[config.mk]
export PLATFORM = sky130hd
export DESIGN_NAME = flash_self_program_protection
export DESIGN_NICKNAME = d
export VERILOG_FILES = /design/src/rtl/flash_spm_pkg.sv /design/src/rtl/flash_self_program_protection.sv
export VERILOG_INCLUDE_DIRS = /design/src /design/src/rtl
export SDC_FILE = /design/constraint.sdc
export NUM_CORES = 1
export LEC_CHECK = 0
export ABC_AREA = 1
export BUFFER_PORTS_ARGS = -buffer_cell sky130_fd_sc_hd__buf_2
export CAP_MARGIN = 20
export CORE_MARGIN = 5
export CORE_UTILIZATION = 54
export DETAILED_ROUTE_END_ITERATION = 16
export PLACE_DENSITY = 0.84
export SETUP_SLACK_MARGIN = 0.05
export SLEW_MARGIN = 20
export SYNTH_ARGS = -nofsm -noshare
export SYNTH_HDL_FRONTEND = slang
export SYNTH_SLANG_ARGS = --single-unit
[constraint.sdc]
create_clock -name hclk -period 2.68 [get_ports hclk]
set_input_delay 0.402 -clock hclk [delete_from_list [all_inputs] [get_ports hclk]]
set_output_delay 0.402 -clock hclk [all_outputs]
set_load 0.005 [all_outputs]
[src/rtl/flash_spm_consts.svh]
// constants for the self-programming control and protection block
`ifndef FLASH_SPM_CONSTS_SVH
`define FLASH_SPM_CONSTS_SVH
`define SPM_CSR_ADDR       12'h000
`define SPM_LOCK_ADDR      12'h004
`define SPM_CMD_ADDR       12'h008
`define SPM_STAT_ADDR      12'h00C
`define SPM_FLASH_ADDR     12'h010
`define SPM_FUSE_ADDR      12'h014
`define SPM_CSR_RESET      8'h00
`define SPM_LOCK_RESET     8'hFF
`define SPM_WINDOW_CYC     3'h4
`define SPM_LPM_WINDOW_CYC 3'h3
`define SPM_BIT_IE         7
`define SPM_BIT_BUSY       6
`define SPM_BIT_RES        5
`define SPM_BIT_REEN       4
`define SPM_BIT_LOCKSET    3
`define SPM_BIT_PGWR       2
`define SPM_BIT_PGER       1
`define SPM_BIT_EN         0
`define SPM_PAT_REEN       5'h11
`define SPM_PAT_LOCKSET    5'h09
`define SPM_PAT_PGWR       5'h05
`define SPM_PAT_PGER       5'h03
`define SPM_PAT_LOAD       5'h01
`define SPM_CMD_STORE      2'h1
`define SPM_CMD_LOAD       2'h2
`define SPM_RESET_APP_ADDR 16'h0000
`endif

[src/rtl/flash_spm_pkg.sv]
// types for the self-programming control and protection block
package flash_spm_pkg;
    typedef enum logic [2:0] {
        ACT_NONE    = 3'b000,
        ACT_LOAD    = 3'b001,
        ACT_ERASE   = 3'b010,
        ACT_WRITE   = 3'b011,
        ACT_LOCKSET = 3'b100,
        ACT_REEN    = 3'b101
    } spm_action_t;
    typedef enum logic [1:0] {
        ST_IDLE  = 2'b00,
        ST_ARMED = 2'b01,
        ST_BUSY  = 2'b10
    } spm_state_t;
endpackage

[src/rtl/flash_self_program_protection.sv]
// self-programming control, boot lock protection and lock/fuse readback
//
// Register access over AHB-Lite and the placing of the registers were left to the implementer.
`timescale 1ns/1ns
`default_nettype none
`include "flash_spm_consts.svh"

module flash_self_program_protection #(
    parameter int                 ADDR_W          = 16,
    parameter logic [ADDR_W-1:0] BOOT_START      = 16'h1C00,
    parameter logic [ADDR_W-1:0] RWW_LIMIT       = 16'h1C00
) (
    input  wire logic                hclk,
    input  wire logic                hresetn,
    input  wire logic                hsel,
    input  wire logic [31:0]         haddr,
    input  wire logic [1:0]          htrans,
    input  wire logic                hwrite,
    input  wire logic [2:0]          hsize,
    input  wire logic [31:0]         hwdata,
    input  wire logic                hready,
    output logic      [31:0]         hrdata,
    output logic                     hreadyout,
    output logic                     hresp,
    input  wire logic                global_irq_flag,
    input  wire logic                vectors_in_boot,
    input  wire logic                exec_in_boot,
    input  wire logic [7:0]          fuse_low,
    input  wire logic [7:0]          fuse_high,
    input  wire logic                boot_reset_fuse,
    input  wire logic                flash_done,
    output logic                     ready_irq,
    output logic                     irq_suppress,
    output logic                     rww_blocked,
    output logic                     buffer_discard,
    output logic                     flash_start,
    output logic      [2:0]          flash_action,
    output logic      [ADDR_W-1:0]   flash_addr,
    output logic      [15:0]         flash_data,
    output logic      [ADDR_W-1:0]   reset_vector,
    output logic      [7:0]          lock_bits
);
    import flash_spm_pkg::*;

    // address phase capture
    logic              wr_pend_q;
    logic              rd_pend_q;
    logic [11:0]       addr_q;
    logic [7:0]        csr_q;
    logic [7:0]        lock_q;
    logic [2:0]        win_q;
    logic [2:0]        lpm_win_q;
    spm_state_t        state_q;
    spm_action_t       act_q;
    logic              loading_q;
    logic [7:0]        lpm_result_q;
    logic              fuse_sel_q;

    wire logic addr_ph = hsel && hready && htrans[1];
    wire logic csr_wr  = wr_pend_q && (addr_q == `SPM_CSR_ADDR);
    wire logic cmd_wr  = wr_pend_q && (addr_q == `SPM_CMD_ADDR);
    wire logic [4:0]  pat = hwdata[4:0];
    wire logic [1:0]  cmd = hwdata[31:30];
    wire logic [ADDR_W-1:0] z = hwdata[ADDR_W+15:16];

    // classify an address into boot (1) or application (0) section
    function automatic logic in_boot(input logic [ADDR_W-1:0] a);
        in_boot = (a >= BOOT_START);
    endfunction

    // decode a written pattern into an action
    function automatic spm_action_t decode(input logic [4:0] p);
        case (p)
            `SPM_PAT_REEN:    decode = ACT_REEN;
            `SPM_PAT_LOCKSET: decode = ACT_LOCKSET;
            `SPM_PAT_PGWR:    decode = ACT_WRITE;
            `SPM_PAT_PGER:    decode = ACT_ERASE;
            `SPM_PAT_LOAD:    decode = ACT_LOAD;
            default:          decode = ACT_NONE;
        endcase
    endfunction

    wire spm_action_t new_act = decode(pat);
    wire logic store_op = cmd_wr && (cmd == `SPM_CMD_STORE);
    wire logic load_op  = cmd_wr && (cmd == `SPM_CMD_LOAD);
    // app field in lock bits [3:2], boot field in [5:4]
    wire logic [1:0] app_f  = lock_q[3:2];
    wire logic [1:0] boot_f = lock_q[5:4];
    wire logic tgt_boot = in_boot(z);
    wire logic app_wr_blk  = !app_f[0];
    wire logic boot_wr_blk = !boot_f[0];
    wire logic store_blk = tgt_boot ? boot_wr_blk : app_wr_blk;
    wire logic store_ok = store_op && exec_in_boot && (state_q == ST_ARMED);

    always_ff @(posedge hclk or negedge hresetn) begin
        if (!hresetn) begin
            wr_pend_q <= 1'b0;
            rd_pend_q <= 1'b0;
            addr_q    <= 12'h000;
        end else begin
            wr_pend_q <= addr_ph && hwrite;
            rd_pend_q <= addr_ph && !hwrite;
            addr_q    <= haddr[11:0];
        end
    end

    // control/status register and action sequencing
    always_ff @(posedge hclk or negedge hresetn) begin
        if (!hresetn) begin
            csr_q     <= `SPM_CSR_RESET;
            state_q   <= ST_IDLE;
            act_q     <= ACT_NONE;
            win_q     <= 3'h0;
            lpm_win_q <= 3'h0;
            loading_q <= 1'b0;
            flash_start    <= 1'b0;
            flash_action   <= 3'h0;
            flash_addr     <= '0;
            flash_data     <= 16'h0000;
            buffer_discard <= 1'b0;
        end else begin
            flash_start    <= 1'b0;
            buffer_discard <= 1'b0;
            if (lpm_win_q != 3'h0) begin
                lpm_win_q <= lpm_win_q - 3'h1;
            end
            case (state_q)
                ST_IDLE, ST_ARMED: begin
                    if (state_q == ST_ARMED) begin
                        if (win_q == 3'h1) begin
                            state_q <= ST_IDLE;
                            act_q   <= ACT_NONE;
                            csr_q[4:0] <= 5'h00;
                        end
                        win_q <= win_q - 3'h1;
                    end
                    if (store_ok) begin
                        state_q <= ST_IDLE;
                        act_q   <= ACT_NONE;
                        csr_q[4:0] <= 5'h00;
                        // the target section's lock field gates erase and write; loads are not gated
                        case (act_q)
                            ACT_LOAD: begin
                                loading_q <= 1'b1;
                                flash_start  <= 1'b1;
                                flash_action <= ACT_LOAD;
                                flash_addr   <= z;
                                flash_data   <= hwdata[15:0];
                                csr_q[`SPM_BIT_BUSY] <= 1'b0;
                            end
                            ACT_ERASE, ACT_WRITE: begin
                                if (!store_blk) begin
                                    flash_start  <= 1'b1;
                                    flash_action <= act_q;
                                    flash_addr   <= z;
                                    state_q      <= ST_BUSY;
                                    csr_q[`SPM_BIT_EN] <= 1'b1;
                                    if (act_q == ACT_WRITE) begin
                                        loading_q <= 1'b0;
                                    end
                                    if (z < RWW_LIMIT) begin
                                        csr_q[`SPM_BIT_BUSY] <= 1'b1;
                                    end
                                end
                            end
                            ACT_REEN: begin
                                csr_q[`SPM_BIT_BUSY] <= 1'b0;
                            end
                            default: begin
                            end
                        endcase
                    end else if (csr_wr) begin
                        csr_q[`SPM_BIT_IE] <= hwdata[`SPM_BIT_IE];
                        if (new_act != ACT_NONE) begin
                            state_q    <= ST_ARMED;
                            act_q      <= new_act;
                            win_q      <= `SPM_WINDOW_CYC;
                            csr_q[4:0] <= pat;
                            if (new_act == ACT_LOCKSET) begin
                                lpm_win_q <= `SPM_LPM_WINDOW_CYC;
                            end
                            if (new_act == ACT_REEN && loading_q) begin
                                loading_q      <= 1'b0;
                                buffer_discard <= 1'b1;
                            end
                        end
                    end
                end
                ST_BUSY: begin
                    if (csr_wr) begin
                        csr_q[`SPM_BIT_IE] <= hwdata[`SPM_BIT_IE];
                    end
                    if (flash_done) begin
                        state_q    <= ST_IDLE;
                        act_q      <= ACT_NONE;
                        csr_q[4:0] <= 5'h00;
                    end
                end
                default: begin
                    state_q <= ST_IDLE;
                end
            endcase
        end
    end

    // lock bits only programmed, from low data
    always_ff @(posedge hclk or negedge hresetn) begin
        if (!hresetn) begin
            lock_q <= `SPM_LOCK_RESET;
        end else if (store_ok && act_q == ACT_LOCKSET) begin
            lock_q <= lock_q & hwdata[7:0];
        end
    end

    // lock or fuse readback by address bit 0
    always_ff @(posedge hclk or negedge hresetn) begin
        if (!hresetn) begin
            lpm_result_q <= 8'h00;
            fuse_sel_q   <= 1'b0;
        end else if (load_op) begin
            fuse_sel_q <= z[0];
            if (lpm_win_q != 3'h0 && act_q == ACT_LOCKSET) begin
                lpm_result_q <= z[0] ? fuse_low : lock_q;
            end else if (z[0]) begin
                lpm_result_q <= fuse_high;
            end else begin
                lpm_result_q <= fuse_low;
            end
        end
    end

    // status outputs, all registered
    always_ff @(posedge hclk or negedge hresetn) begin
        if (!hresetn) begin
            ready_irq    <= 1'b0;
            irq_suppress <= 1'b0;
            rww_blocked  <= 1'b0;
            reset_vector <= '0;
            lock_bits    <= `SPM_LOCK_RESET;
        end else begin
            ready_irq <= csr_q[`SPM_BIT_IE] && global_irq_flag && !csr_q[`SPM_BIT_EN];
            irq_suppress <= (vectors_in_boot && !exec_in_boot && (app_f != 2'b11) && (app_f != 2'b10))
                         || (!vectors_in_boot && exec_in_boot && (boot_f != 2'b11) && (boot_f != 2'b10));
            rww_blocked <= csr_q[`SPM_BIT_BUSY];
            reset_vector <= boot_reset_fuse ? `SPM_RESET_APP_ADDR : BOOT_START;
            lock_bits    <= lock_q;
        end
    end

    // read mux; unmapped reads as zero, always OKAY
    always_ff @(posedge hclk or negedge hresetn) begin
        if (!hresetn) begin
            hrdata    <= 32'h0000_0000;
            hreadyout <= 1'b1;
            hresp     <= 1'b0;
        end else begin
            hreadyout <= 1'b1;
            hresp     <= 1'b0;
            if (addr_ph && !hwrite) begin
                case (haddr[11:0])
                    `SPM_CSR_ADDR:   hrdata <= {24'h0, csr_q & 8'hDF};
                    `SPM_LOCK_ADDR:  hrdata <= {24'h0, lock_q};
                    `SPM_STAT_ADDR:  hrdata <= {24'h0, lpm_result_q};
                    `SPM_FUSE_ADDR:  hrdata <= {16'h0, fuse_high, fuse_low};
                    `SPM_FLASH_ADDR: hrdata <= {29'h0, fuse_sel_q, loading_q, state_q == ST_BUSY};
                    default:         hrdata <= 32'h0000_0000;
                endcase
            end
        end
    end

endmodule
`default_nettype wire

* Word level (Yosys, flattened, before mapping) *
Index checks and enable logic that the tools add are counted.

word-level totals
  register bits after elaboration = 142
  input port bits = 95
  output and inout bits = 98

operators by class
  add/sub/neg operators = 2
  magnitude comparators = 2
  equal/unequal tests = 33
  multiplexer cells = 67
  bitwise gates (word level) = 1
  reductions and logical operators = 48

operators with widths
  operator                                                count
  case mux 16 bit (5 select lines)                        1
  2-to-1 mux 3 bit                                        17
  case mux 16 bit (2 select lines)                        1
  2-to-1 mux 5 bit                                        6
  == test 12 x 4 -> 1 bit (second input constant)         2
  == test 12 x 5 -> 1 bit (second input constant)         2
  zero test 12 bit                                        2
  2-to-1 mux 8 bit                                        3
  logical AND 1 bit                                       21
  2-to-1 mux 1 bit                                        20
  >= comparator 16 x 13 -> 1 bit (second input constant)  1
  < comparator 16 x 13 -> 1 bit (second input constant)   1
  2-to-1 mux 16 bit                                       1
  2-to-1 mux 2 bit                                        8
  != test 2 bit (second input constant)                   8
  case mux 3 bit (5 select lines)                         1
  2-to-1 mux 13 bit                                       1
  == test 12 x 3 -> 1 bit (second input constant)         1
  == test 3 bit (second input constant)                   4
  case mux 3 bit (2 select lines)                         2
  nonzero test 2 bit                                      6
  case mux 5 bit (2 select lines)                         1
  bitwise AND 8 bit                                       1
  case mux 1 bit (2 select lines)                         4
  other kinds (23)                                        38

* Longest topological paths before layout *
Gate-level depths: netlist of the first run.

  word-level depth = 9
  depth in mapped cells = 12

* Worst setup path after synthesis of the first run *
OpenSTA, ideal clock, no wires.

  path kind = reg2reg
  start = reg lpm_win_q[0]
  end = reg lpm_result_q[2]
  library setup time = 123 ps
  data arrival time = 1501 ps
  required time = 2557 ps
  setup slack = 1055 ps
  cell stages (with the launch flop) = 9
  path buffers = 1
  period minus slack after synthesis = 1625 ps
  cells stage by stage = dfrtp_1 inv_1 ha_1 ha_1 inv_1 nand4_1 clkbuf_1 o21ai_0 o21ai_2

between the ends
  cells in the longest elaborated chain, start to end = 3

RTL lines
  what                    line                                  source
  from (decl)             flash_self_program_protection.sv:52   logic [2:0] lpm_win_q;
  from (signal assigned)  flash_self_program_protection.sv:125  lpm_win_q <= lpm_win_q - 3'h1;
  from (signal assigned)  flash_self_program_protection.sv:180  lpm_win_q <= `SPM_LPM_WINDOW_CYC;
  nonzero test 3 bit      flash_self_program_protection.sv:222  if (lpm_win_q != 3'h0 && act_q == ACT_LOCKSET) begin
  logical AND 1 bit       flash_self_program_protection.sv:222
  2-to-1 mux 8 bit        flash_self_program_protection.sv:222
  to (signal assigned)    flash_self_program_protection.sv:223  lpm_result_q <= z[0] ? fuse_low : lock_q;
  to (signal assigned)    flash_self_program_protection.sv:225  lpm_result_q <= fuse_high;
  to (signal assigned)    flash_self_program_protection.sv:227  lpm_result_q <= fuse_low;
  to (decl)               flash_self_program_protection.sv:56   logic [7:0] lpm_result_q;

No other way between the ends.
A chain may end at the register's enable or synchronous reset.

* Worst setup path after layout of the first run *
  start = reg lpm_win_q[0]
  end = reg lpm_result_q[5]

Same word-level chain as after synthesis.

==> impl_metrics.env, run 1 <==
export IMPL_critPathArrivalTime_ps=2520
export IMPL_nNetsFinal=905
export IMPL_synth_distinct_cells=37
export IMPL_endpoint_kind="register"
export IMPL_antenna_found_initial=0
export IMPL_synth_edf_count=0
export IMPL_maxSlewHeadroom_pct=47.31
export IMPL_ys_async_sr_fraction_pct=100.0
export IMPL_cts_htree_levels=4
export IMPL_gp_congestion=0.8921
export IMPL_final_setup_tns_ps=0
export IMPL_syn_to_final_growth_pct=25.01
export IMPL_fill_cells=811
export IMPL_root_buffer="clkbuf_8"
export IMPL_multi_input_area_mm2=0.002085
export IMPL_drt_pass1_iterations=5
export IMPL_cts_tree="done"
export IMPL_drc=0
export IMPL_tightestPinTransition_ps=790.3
export IMPL_hold_path_class="in2reg"
export IMPL_period_share_pct=80.57
export IMPL_whs_ps=16.92
export IMPL_status="completed"
export IMPL_syn_avg_cell_area_um2=8.317
export IMPL_crit_type="reg2reg"
export IMPL_dieArea_mm2=0.01220
export IMPL_grt_pass1_vias=5094
export IMPL_synth_ff_type="dfrtp_1"
export IMPL_max_cap_viol_count=0
export IMPL_max_freq_mhz=463.1
export IMPL_syn_area_mm2=0.005448
export IMPL_clk_pin_slew_worst_paths_ps=60
export IMPL_synthCells=655
export IMPL_rsz0062_at_grt="no"
export IMPL_p_per_area_mw_per_mm2=651.2
export IMPL_die_h_um=110.4
export IMPL_viasPerCell=5.152
export IMPL_drv_slew=0
export IMPL_post_cts_buffers=0
export IMPL_worstSetupStartpointType="register"
export IMPL_grt_pass1_wl_um=23930
export IMPL_antenna_cells=0
export IMPL_yosys_register_bits=114
export IMPL_grt_max_degree=49
export IMPL_grt_usage_pct=23.90
export IMPL_setup_violations_final=0
export IMPL_cp_data_required_time_ps=3040
export IMPL_core_region_area_mm2=0.009819
export IMPL_fin_crit_ps=2159
export IMPL_drive_gt1_share_pct=25.79
export IMPL_finalInstanceArea_mm2=0.006810
export IMPL_dr_first_iter_drc_count=479
export IMPL_dp_cells=914
export IMPL_clk_path_buf_depth=2
export IMPL_cts_sinks=114
export IMPL_initial_core_util_pct=55.48
export IMPL_port_buffers=137
export IMPL_wl_um=14320
export IMPL_num_rows=36
export IMPL_yosysSeqAreaShare_pct=52.73
export IMPL_worstSkewPairLatency_ps=510
export IMPL_dieWidth_um=110.4
export IMPL_vias=4900
export IMPL_power_leakage_nw=3.697
export IMPL_ant_nets=0
export IMPL_finalHoldViolCount=0
export IMPL_register_area_mm2=0.002873
export IMPL_numCtsBuffers=17
export IMPL_cp_max_fo=16
export IMPL_fin_skew_ps=10.31
export IMPL_pin_count=193
export IMPL_final_cells=951
export IMPL_ir_drop_mv=0.4570
export IMPL_hpwl_um=10470
export IMPL_gr_total_overflow=0
export IMPL_yosys_warnings=0
export IMPL_wire_per_inst_um=15.06
export IMPL_postPlaceCellArea_mm2=0.006140
-- power breakdown --
group | internal [mW] | switching [mW] | leakage [nW]
Combinational | 0.113 | 0.187 | 1.94
Clock | 1.52 | 0.823 | 0.301
Sequential | 1.77 | 0.0212 | 1.46
-- final cells by class --
class                   count  area share [%]
multi-input cells         452           30.61
repair buffers            148           11.68
clock inverters            14           2.976
inverters                  72           3.968
well taps                 133           2.444
clock buffers              18           6.136
flip-flops and latches    114           42.18
-- Yosys cell counts, types with 2 or more instances --
library cell / n / area (um2)
o21ai_0: 47 / 235.2
nor2_4: 3 / 33.78
nand3_1: 30 / 150.1
ha_1: 5 / 62.56
nand4_1: 14 / 87.58
buf_2: 2 / 10.01
conb_1: 2 / 7.510
nand2_1: 195 / 732.0
inv_1: 66 / 247.7
or2_2: 3 / 18.77
dfrtp_1: 98 / 2452
inv_2: 4 / 15.01
o21ai_2: 4 / 35.03
dfstp_2: 16 / 420.4
o211ai_1: 10 / 75.07
nor3_1: 8 / 40.04
clkbuf_1: 7 / 26.28
clkinv_1: 2 / 7.510
o22ai_1: 2 / 12.51
nor2_1: 62 / 232.7
buf_4: 33 / 247.7
a21oi_1: 19 / 95.09
buf_6: 4 / 45.04
o21ai_1: 6 / 30.03
-- worst max-delay path, cell delays in order (launching register included) --
cell and delay [ps]:
dfrtp_1 360, inv_1 70, ha_1 220, ha_1 230, inv_1 90, nand4_1 470, o21ai_0 440, o21ai_1 120
-- path summary, 6_finish.rpt --
check                                        from                     endpoint  slack [ps]  cells past startpoint
setup / recovery           lpm_win_q[0]$_DFF_PN0_  lpm_result_q[5]$_DFFE_PN0P_         520                      7
setup reg to reg           lpm_win_q[0]$_DFF_PN0_  lpm_result_q[5]$_DFFE_PN0P_         520                      7
hold / removal                           haddr[9]          addr_q[9]$_DFF_PN0_          20                      1
hold reg to reg             lock_q[0]$_DFFE_PN1P_       lock_bits[0]$_DFF_PN1_         370                      0
max in group asynchronous                 hresetn        lock_q[2]$_DFFE_PN1P_        1440                      3
min in group asynchronous                 hresetn        hrdata[9]$_DFFE_PN0P_         430                      2
-- through the flow --
step / power (mW) / utilization [%] / setup slack (ps)
final: 4.435 / 69.36 / 520.8
after global routing: 4.589 / 69.36 / 307.4
after CTS: 4.460 / 69.15 / 516.8
after detailed placement: 2.104 / 62.53 / 574.3
after global placement: 2.083 / 62.53 / 667.8
after floorplan: 1.987 / - / 1055
-- repair_timing --
item,CTS,global route
endpoints found under the hold margin,42,2
gates resized for setup,0,0
hold buffers,3,2
-- registers in the layout, indices dropped and copies added, names as in the netlist, 2 cells and up --
signal        count
win_q             3
csr_q             7
lpm_win_q         3
hrdata           16
lock_q            8
lock_bits         8
flash_action      3
state_q           2
flash_data       16
flash_addr       16
lpm_result_q      8
act_q             3
addr_q           12
-- cells in the final DEF, fill, tap and decap left out, types with 2 or more instances in the layout --
| master | Yosys | layout |
|---|---|---|
| conb_1 | 2 | 31 |
| nand2_1 | 195 | 195 |
| clkbuf_16 | 0 | 16 |
| dlygate4sd3_1 | 0 | 5 |
| a21oi_1 | 19 | 19 |
| or2_2 | 3 | 3 |
| nand4_1 | 14 | 14 |
| clkinv_1 | 2 | 2 |
| nor2_4 | 3 | 3 |
| o21ai_2 | 4 | 4 |
| dfstp_2 | 16 | 16 |
| inv_1 | 66 | 66 |
| ha_1 | 5 | 5 |
| inv_2 | 4 | 4 |
| inv_6 | 0 | 4 |
| o21ai_1 | 6 | 6 |
| o211ai_1 | 10 | 10 |
| dfrtp_1 | 98 | 98 |
| o22ai_1 | 2 | 2 |
| buf_4 | 33 | 6 |
| clkinv_4 | 0 | 4 |
| nor3_1 | 8 | 8 |
| bufinv_16 | 0 | 4 |
| buf_2 | 2 | 136 |
| o21ai_0 | 47 | 47 |
| nand3_1 | 30 | 30 |
| nor2_1 | 62 | 62 |
-- layer usage --
layer / vias up / share of wire (%) / track usage (%) / wire, um
li1: 2332 / - / - / -
met3: 37 / 7.5 / 7.221 / 1072
met4: 0 / 2.6 / 9.278 / 369
met1: 2317 / 42 / 29.82 / 6042
met2: 214 / 48 / 39.08 / 6836
met5: - / 0 / 0 / 0
-- kinds of logic after synthesis --
logic type / Yosys count / synth area share [%]
flops: 114 / 52.73
fa+ha+maj: 5 / 1.148
compound gates: 92 / 9.463
buf+inv: 118 / 11.00
simple gates: 324 / 25.52
other cells: 2 / 0.1379
Note: power is estimated with default switching activity, not from simulation.
==> run 2: changes to the inputs <==
Settings changed: ABC_AREA 1 to 0, CORE_UTILIZATION 54 to 45, PLACE_DENSITY 0.84 to 0.75.
Clock period 2.68 ns to 1.81 ns, I/O delays scaled along.
==> impl_metrics.env, run 2 <==
export IMPL_status="complete, but fails checks"
export IMPL_violations="negative setup slack"
export IMPL_r2r_start="addr_q[9]$_DFF_PN0_"
export IMPL_syn_area_mm2=0.005313
export IMPL_switching_power_mw=1.591
export IMPL_ir_drop_mv=0.6762
export IMPL_wire_per_inst_um=18.13
export IMPL_cp_top_family="simple AND/OR/NAND/NOR gates"
export IMPL_cp_data_required_time_ps=2100
export IMPL_top_regs="flash_addr (16), flash_data (16), hrdata (16)"
export IMPL_power_share_clock_pct=55.1
export IMPL_max_freq_mhz=503.1
export IMPL_period_share_pct=109.8
export IMPL_yosysMostFrequentCell="dfrtp_1"
export IMPL_final_setup_tns_ps=-6371
export IMPL_power_leakage_nw=3.749
export IMPL_syn_avg_cell_area_um2=11.99
export IMPL_hpwl_um=10140
export IMPL_crit_chain="nor4_4, buf_4, nand3_4, nor4b_4, nand3b_4, buf_12, mux2_4"
export IMPL_synth_top_cell_by_area="dfrtp_1"
export IMPL_worstSetupStartpointType="register"
export IMPL_rrSetupSlack_ps=-180
export IMPL_cts_htree_levels=4
export IMPL_viasPerCell=5.276
export IMPL_numCtsBuffers=17
export IMPL_die_h_um=118.7
export IMPL_setup_violations_final=56
export IMPL_synth_area_top_cells="dfrtp_1, dfstp_2, mux2_2"
export IMPL_syn_to_final_growth_pct=44.21
export IMPL_endpoint_kind="register"
export IMPL_cpMaxStageDelayCell="dfrtp_1"
export IMPL_num_rows=39
export IMPL_fill_cells=824
export IMPL_antenna_found_initial=2
export IMPL_clk_pin_slew_worst_paths_ps=60
export IMPL_drt_pass1_iterations=5
export IMPL_dieWidth_um=118.7
export IMPL_nNetsFinal=745
export IMPL_hp_start="global_irq_flag"
export IMPL_drc=0
export IMPL_hold_depth=3
export IMPL_dp_worst_setup_slack_ps=-171.6
export IMPL_cp_max_fo=18
export IMPL_synth_edf_count=0
export IMPL_yosysSeqAreaShare_pct=54.07
export IMPL_rr_worst_depth=7
export IMPL_initial_core_util_pct=46.13
export IMPL_max_stage_delay_ps=400
export IMPL_drive_gt1_share_pct=50.61
export IMPL_whs_ps=87.83
export IMPL_vias=4231
export IMPL_grt_pass1_wl_um=22940
export IMPL_netlist_top_cells_count="dfrtp_1, mux2_2, buf_4, nand2_1, o21ai_0"
export IMPL_fin_skew_ps=10.29
export IMPL_clk_path_buf_depth=2
export IMPL_root_buffer="clkbuf_16"
export IMPL_yosys_register_bits=114
export IMPL_max_cap_viol_count=0
export IMPL_hold_path_endpoint="ready_irq$_DFF_PN0_"
export IMPL_port_buffers=137
export IMPL_p_comb_share_pct=8.5
export IMPL_finalPower_mw=7.223
export IMPL_tightestPinTransition_ps=529.3
export IMPL_worstSkewPairLatency_ps=410
export IMPL_cts_sinks=114
export IMPL_dr_first_iter_drc_count=317
export IMPL_cts_tree="done"
export IMPL_ys_async_sr_fraction_pct=100.0
export IMPL_grt_pass1_vias=4504
export IMPL_gr_total_overflow=0
export IMPL_grt_max_degree=57
export IMPL_rsz0062_at_grt="yes"
export IMPL_core_region_area_mm2=0.01152
export IMPL_final_common_cell="buf_2"
export IMPL_crit_type="reg2reg"
export IMPL_intPower_mw=5.632
export IMPL_p_seq_share_pct=36.4
export IMPL_ant_nets=0
export IMPL_critPathArrivalTime_ps=2280
export IMPL_synth_distinct_cells=58
export IMPL_finalHoldViolCount=0
export IMPL_maxSlewHeadroom_pct=64.58
export IMPL_synth_ff_type="dfrtp_1"
export IMPL_synthCells=443
export IMPL_yosys_warnings=0
export IMPL_swShare_pct=22.03
export IMPL_hold_path_class="in2reg"
export IMPL_gp_congestion=0.9013
export IMPL_synth_top_cell_area_share_pct=46.16
export IMPL_dieArea_mm2=0.01408
export IMPL_fin_crit_ps=1988
export IMPL_drv_slew=0
export IMPL_layout_common_cells="buf_2, dfrtp_1, buf_4, nand2_1, conb_1"
export IMPL_pin_count=193
export IMPL_fin_ws_ps=-177.7
export IMPL_grt_usage_pct=20.37
export IMPL_wl_um=14540
export IMPL_p_per_area_mw_per_mm2=942.9
export IMPL_r2r_end="flash_addr[11]$_DFFE_PN0P_"
export IMPL_crit_buf_inv=2
[run 2: cell count changes after synthesis, moves of 9 or more]
cell / delta
o211ai_1: -10
nand2b_1: +9
inv_1: -54
a21oi_1: -10
nand2_1: -161
mux2_2: +37
nor2_1: -42
nand3_1: -18
a22o_1: +16
nand4_1: -12
o21ai_0: -23
[run 2: power by group through the flow]
stage / Clock [mW] / Combinational (mW) / Sequential, mW
floorplan: 0 / 0.327 / 2.67
global placement: 0 / 0.522 / 2.67
detailed placement: 0 / 0.545 / 2.67
CTS: 4.04 / 0.576 / 2.63
global route: 4.17 / 0.683 / 2.63
finish: 3.98 / 0.613 / 2.63
[run 2: kinds of logic (layout without fill, tap and decap cells)]
group                    after synthesis  in the layout  synth area share, %
AND/OR/NAND/NOR                      118            118                13.68
flip-flops                           114            114                54.07
AO/OA/AOI/OAI                         80             80                10.08
buffers and inverters                 63            249                7.230
multiplexers                          55             55                12.62
XOR/XNOR                               6              6               0.9893
adder cells (fa/ha/maj)                5              5                1.178
other                                  2             32               0.1414
[run 2: through the flow]
stage / area [um2] / util [%] / instances
2_1_floorplan: 5477 / - / 472
3_3_place_gp: 6390 / 55.49 / 746
3_5_place_dp: 6390 / 55.49 / 746
4_1_cts: 7413 / 64.37 / 793
5_1_grt: 7661 / 66.53 / 802
6_report: 7661 / 66.53 / 802
[run 2: worst max path at each step]
stage                                   to           startpoint  cells past startpoint  slack [ps]
4_1_cts         flash_addr[10]$_DFFE_PN0P_  addr_q[9]$_DFF_PN0_                      7        -180
5_1_grt        flash_action[0]$_DFFE_PN0P_  addr_q[1]$_DFF_PN0_                      7        -250
3_5_place_dp    flash_data[13]$_DFFE_PN0P_  addr_q[9]$_DFF_PN0_                      7        -170
2_1_floorplan   flash_data[10]$_DFFE_PN0P_  addr_q[5]$_DFF_PN0_                      7        -180
3_3_place_gp         loading_q$_DFFE_PN0P_  addr_q[9]$_DFF_PN0_                      7        -150
6_report        flash_addr[11]$_DFFE_PN0P_  addr_q[9]$_DFF_PN0_                      7        -180
[run 2: tightest hold or removal path: stages]
cell and delay [ps]:
buf_2 100, nand2_1 50, nor2_1 40
[run 2: final cells by class]
cell class	instances	area [um2]	share of cell area [%]
Multi-Input combinational cell	295	2489	32.48
Sequential cell	114	2873	37.50
Timing Repair Buffer	205	1370	17.88
Clock buffer	17	425.4	5.553
Clock inverter	15	277.8	3.626
Tap cell	143	178.9	2.335
Inverter	12	45.04	0.5879
Antenna cell	1	2.502	0.03266
[run 2: layer usage]
| layer | GRT usage (%) | routed length (um) | vias up |
|---|---|---|---|
| met5 | 0 | 18 | - |
| met2 | 33.29 | 7280 | 184 |
| met3 | 5.969 | 1010 | 26 |
| met4 | 7.241 | 228 | 2 |
| li1 | - | - | 1912 |
| met1 | 25.88 | 6002 | 2107 |
[run 2: repair_timing]
action,in CTS,in global routing
resized for setup,42,35
hold buffers,11,0
setup endpoints to repair,62,74
hold endpoints to repair,27,0
setup buffers,5,8
cloned,0,2
pin swaps,12,18
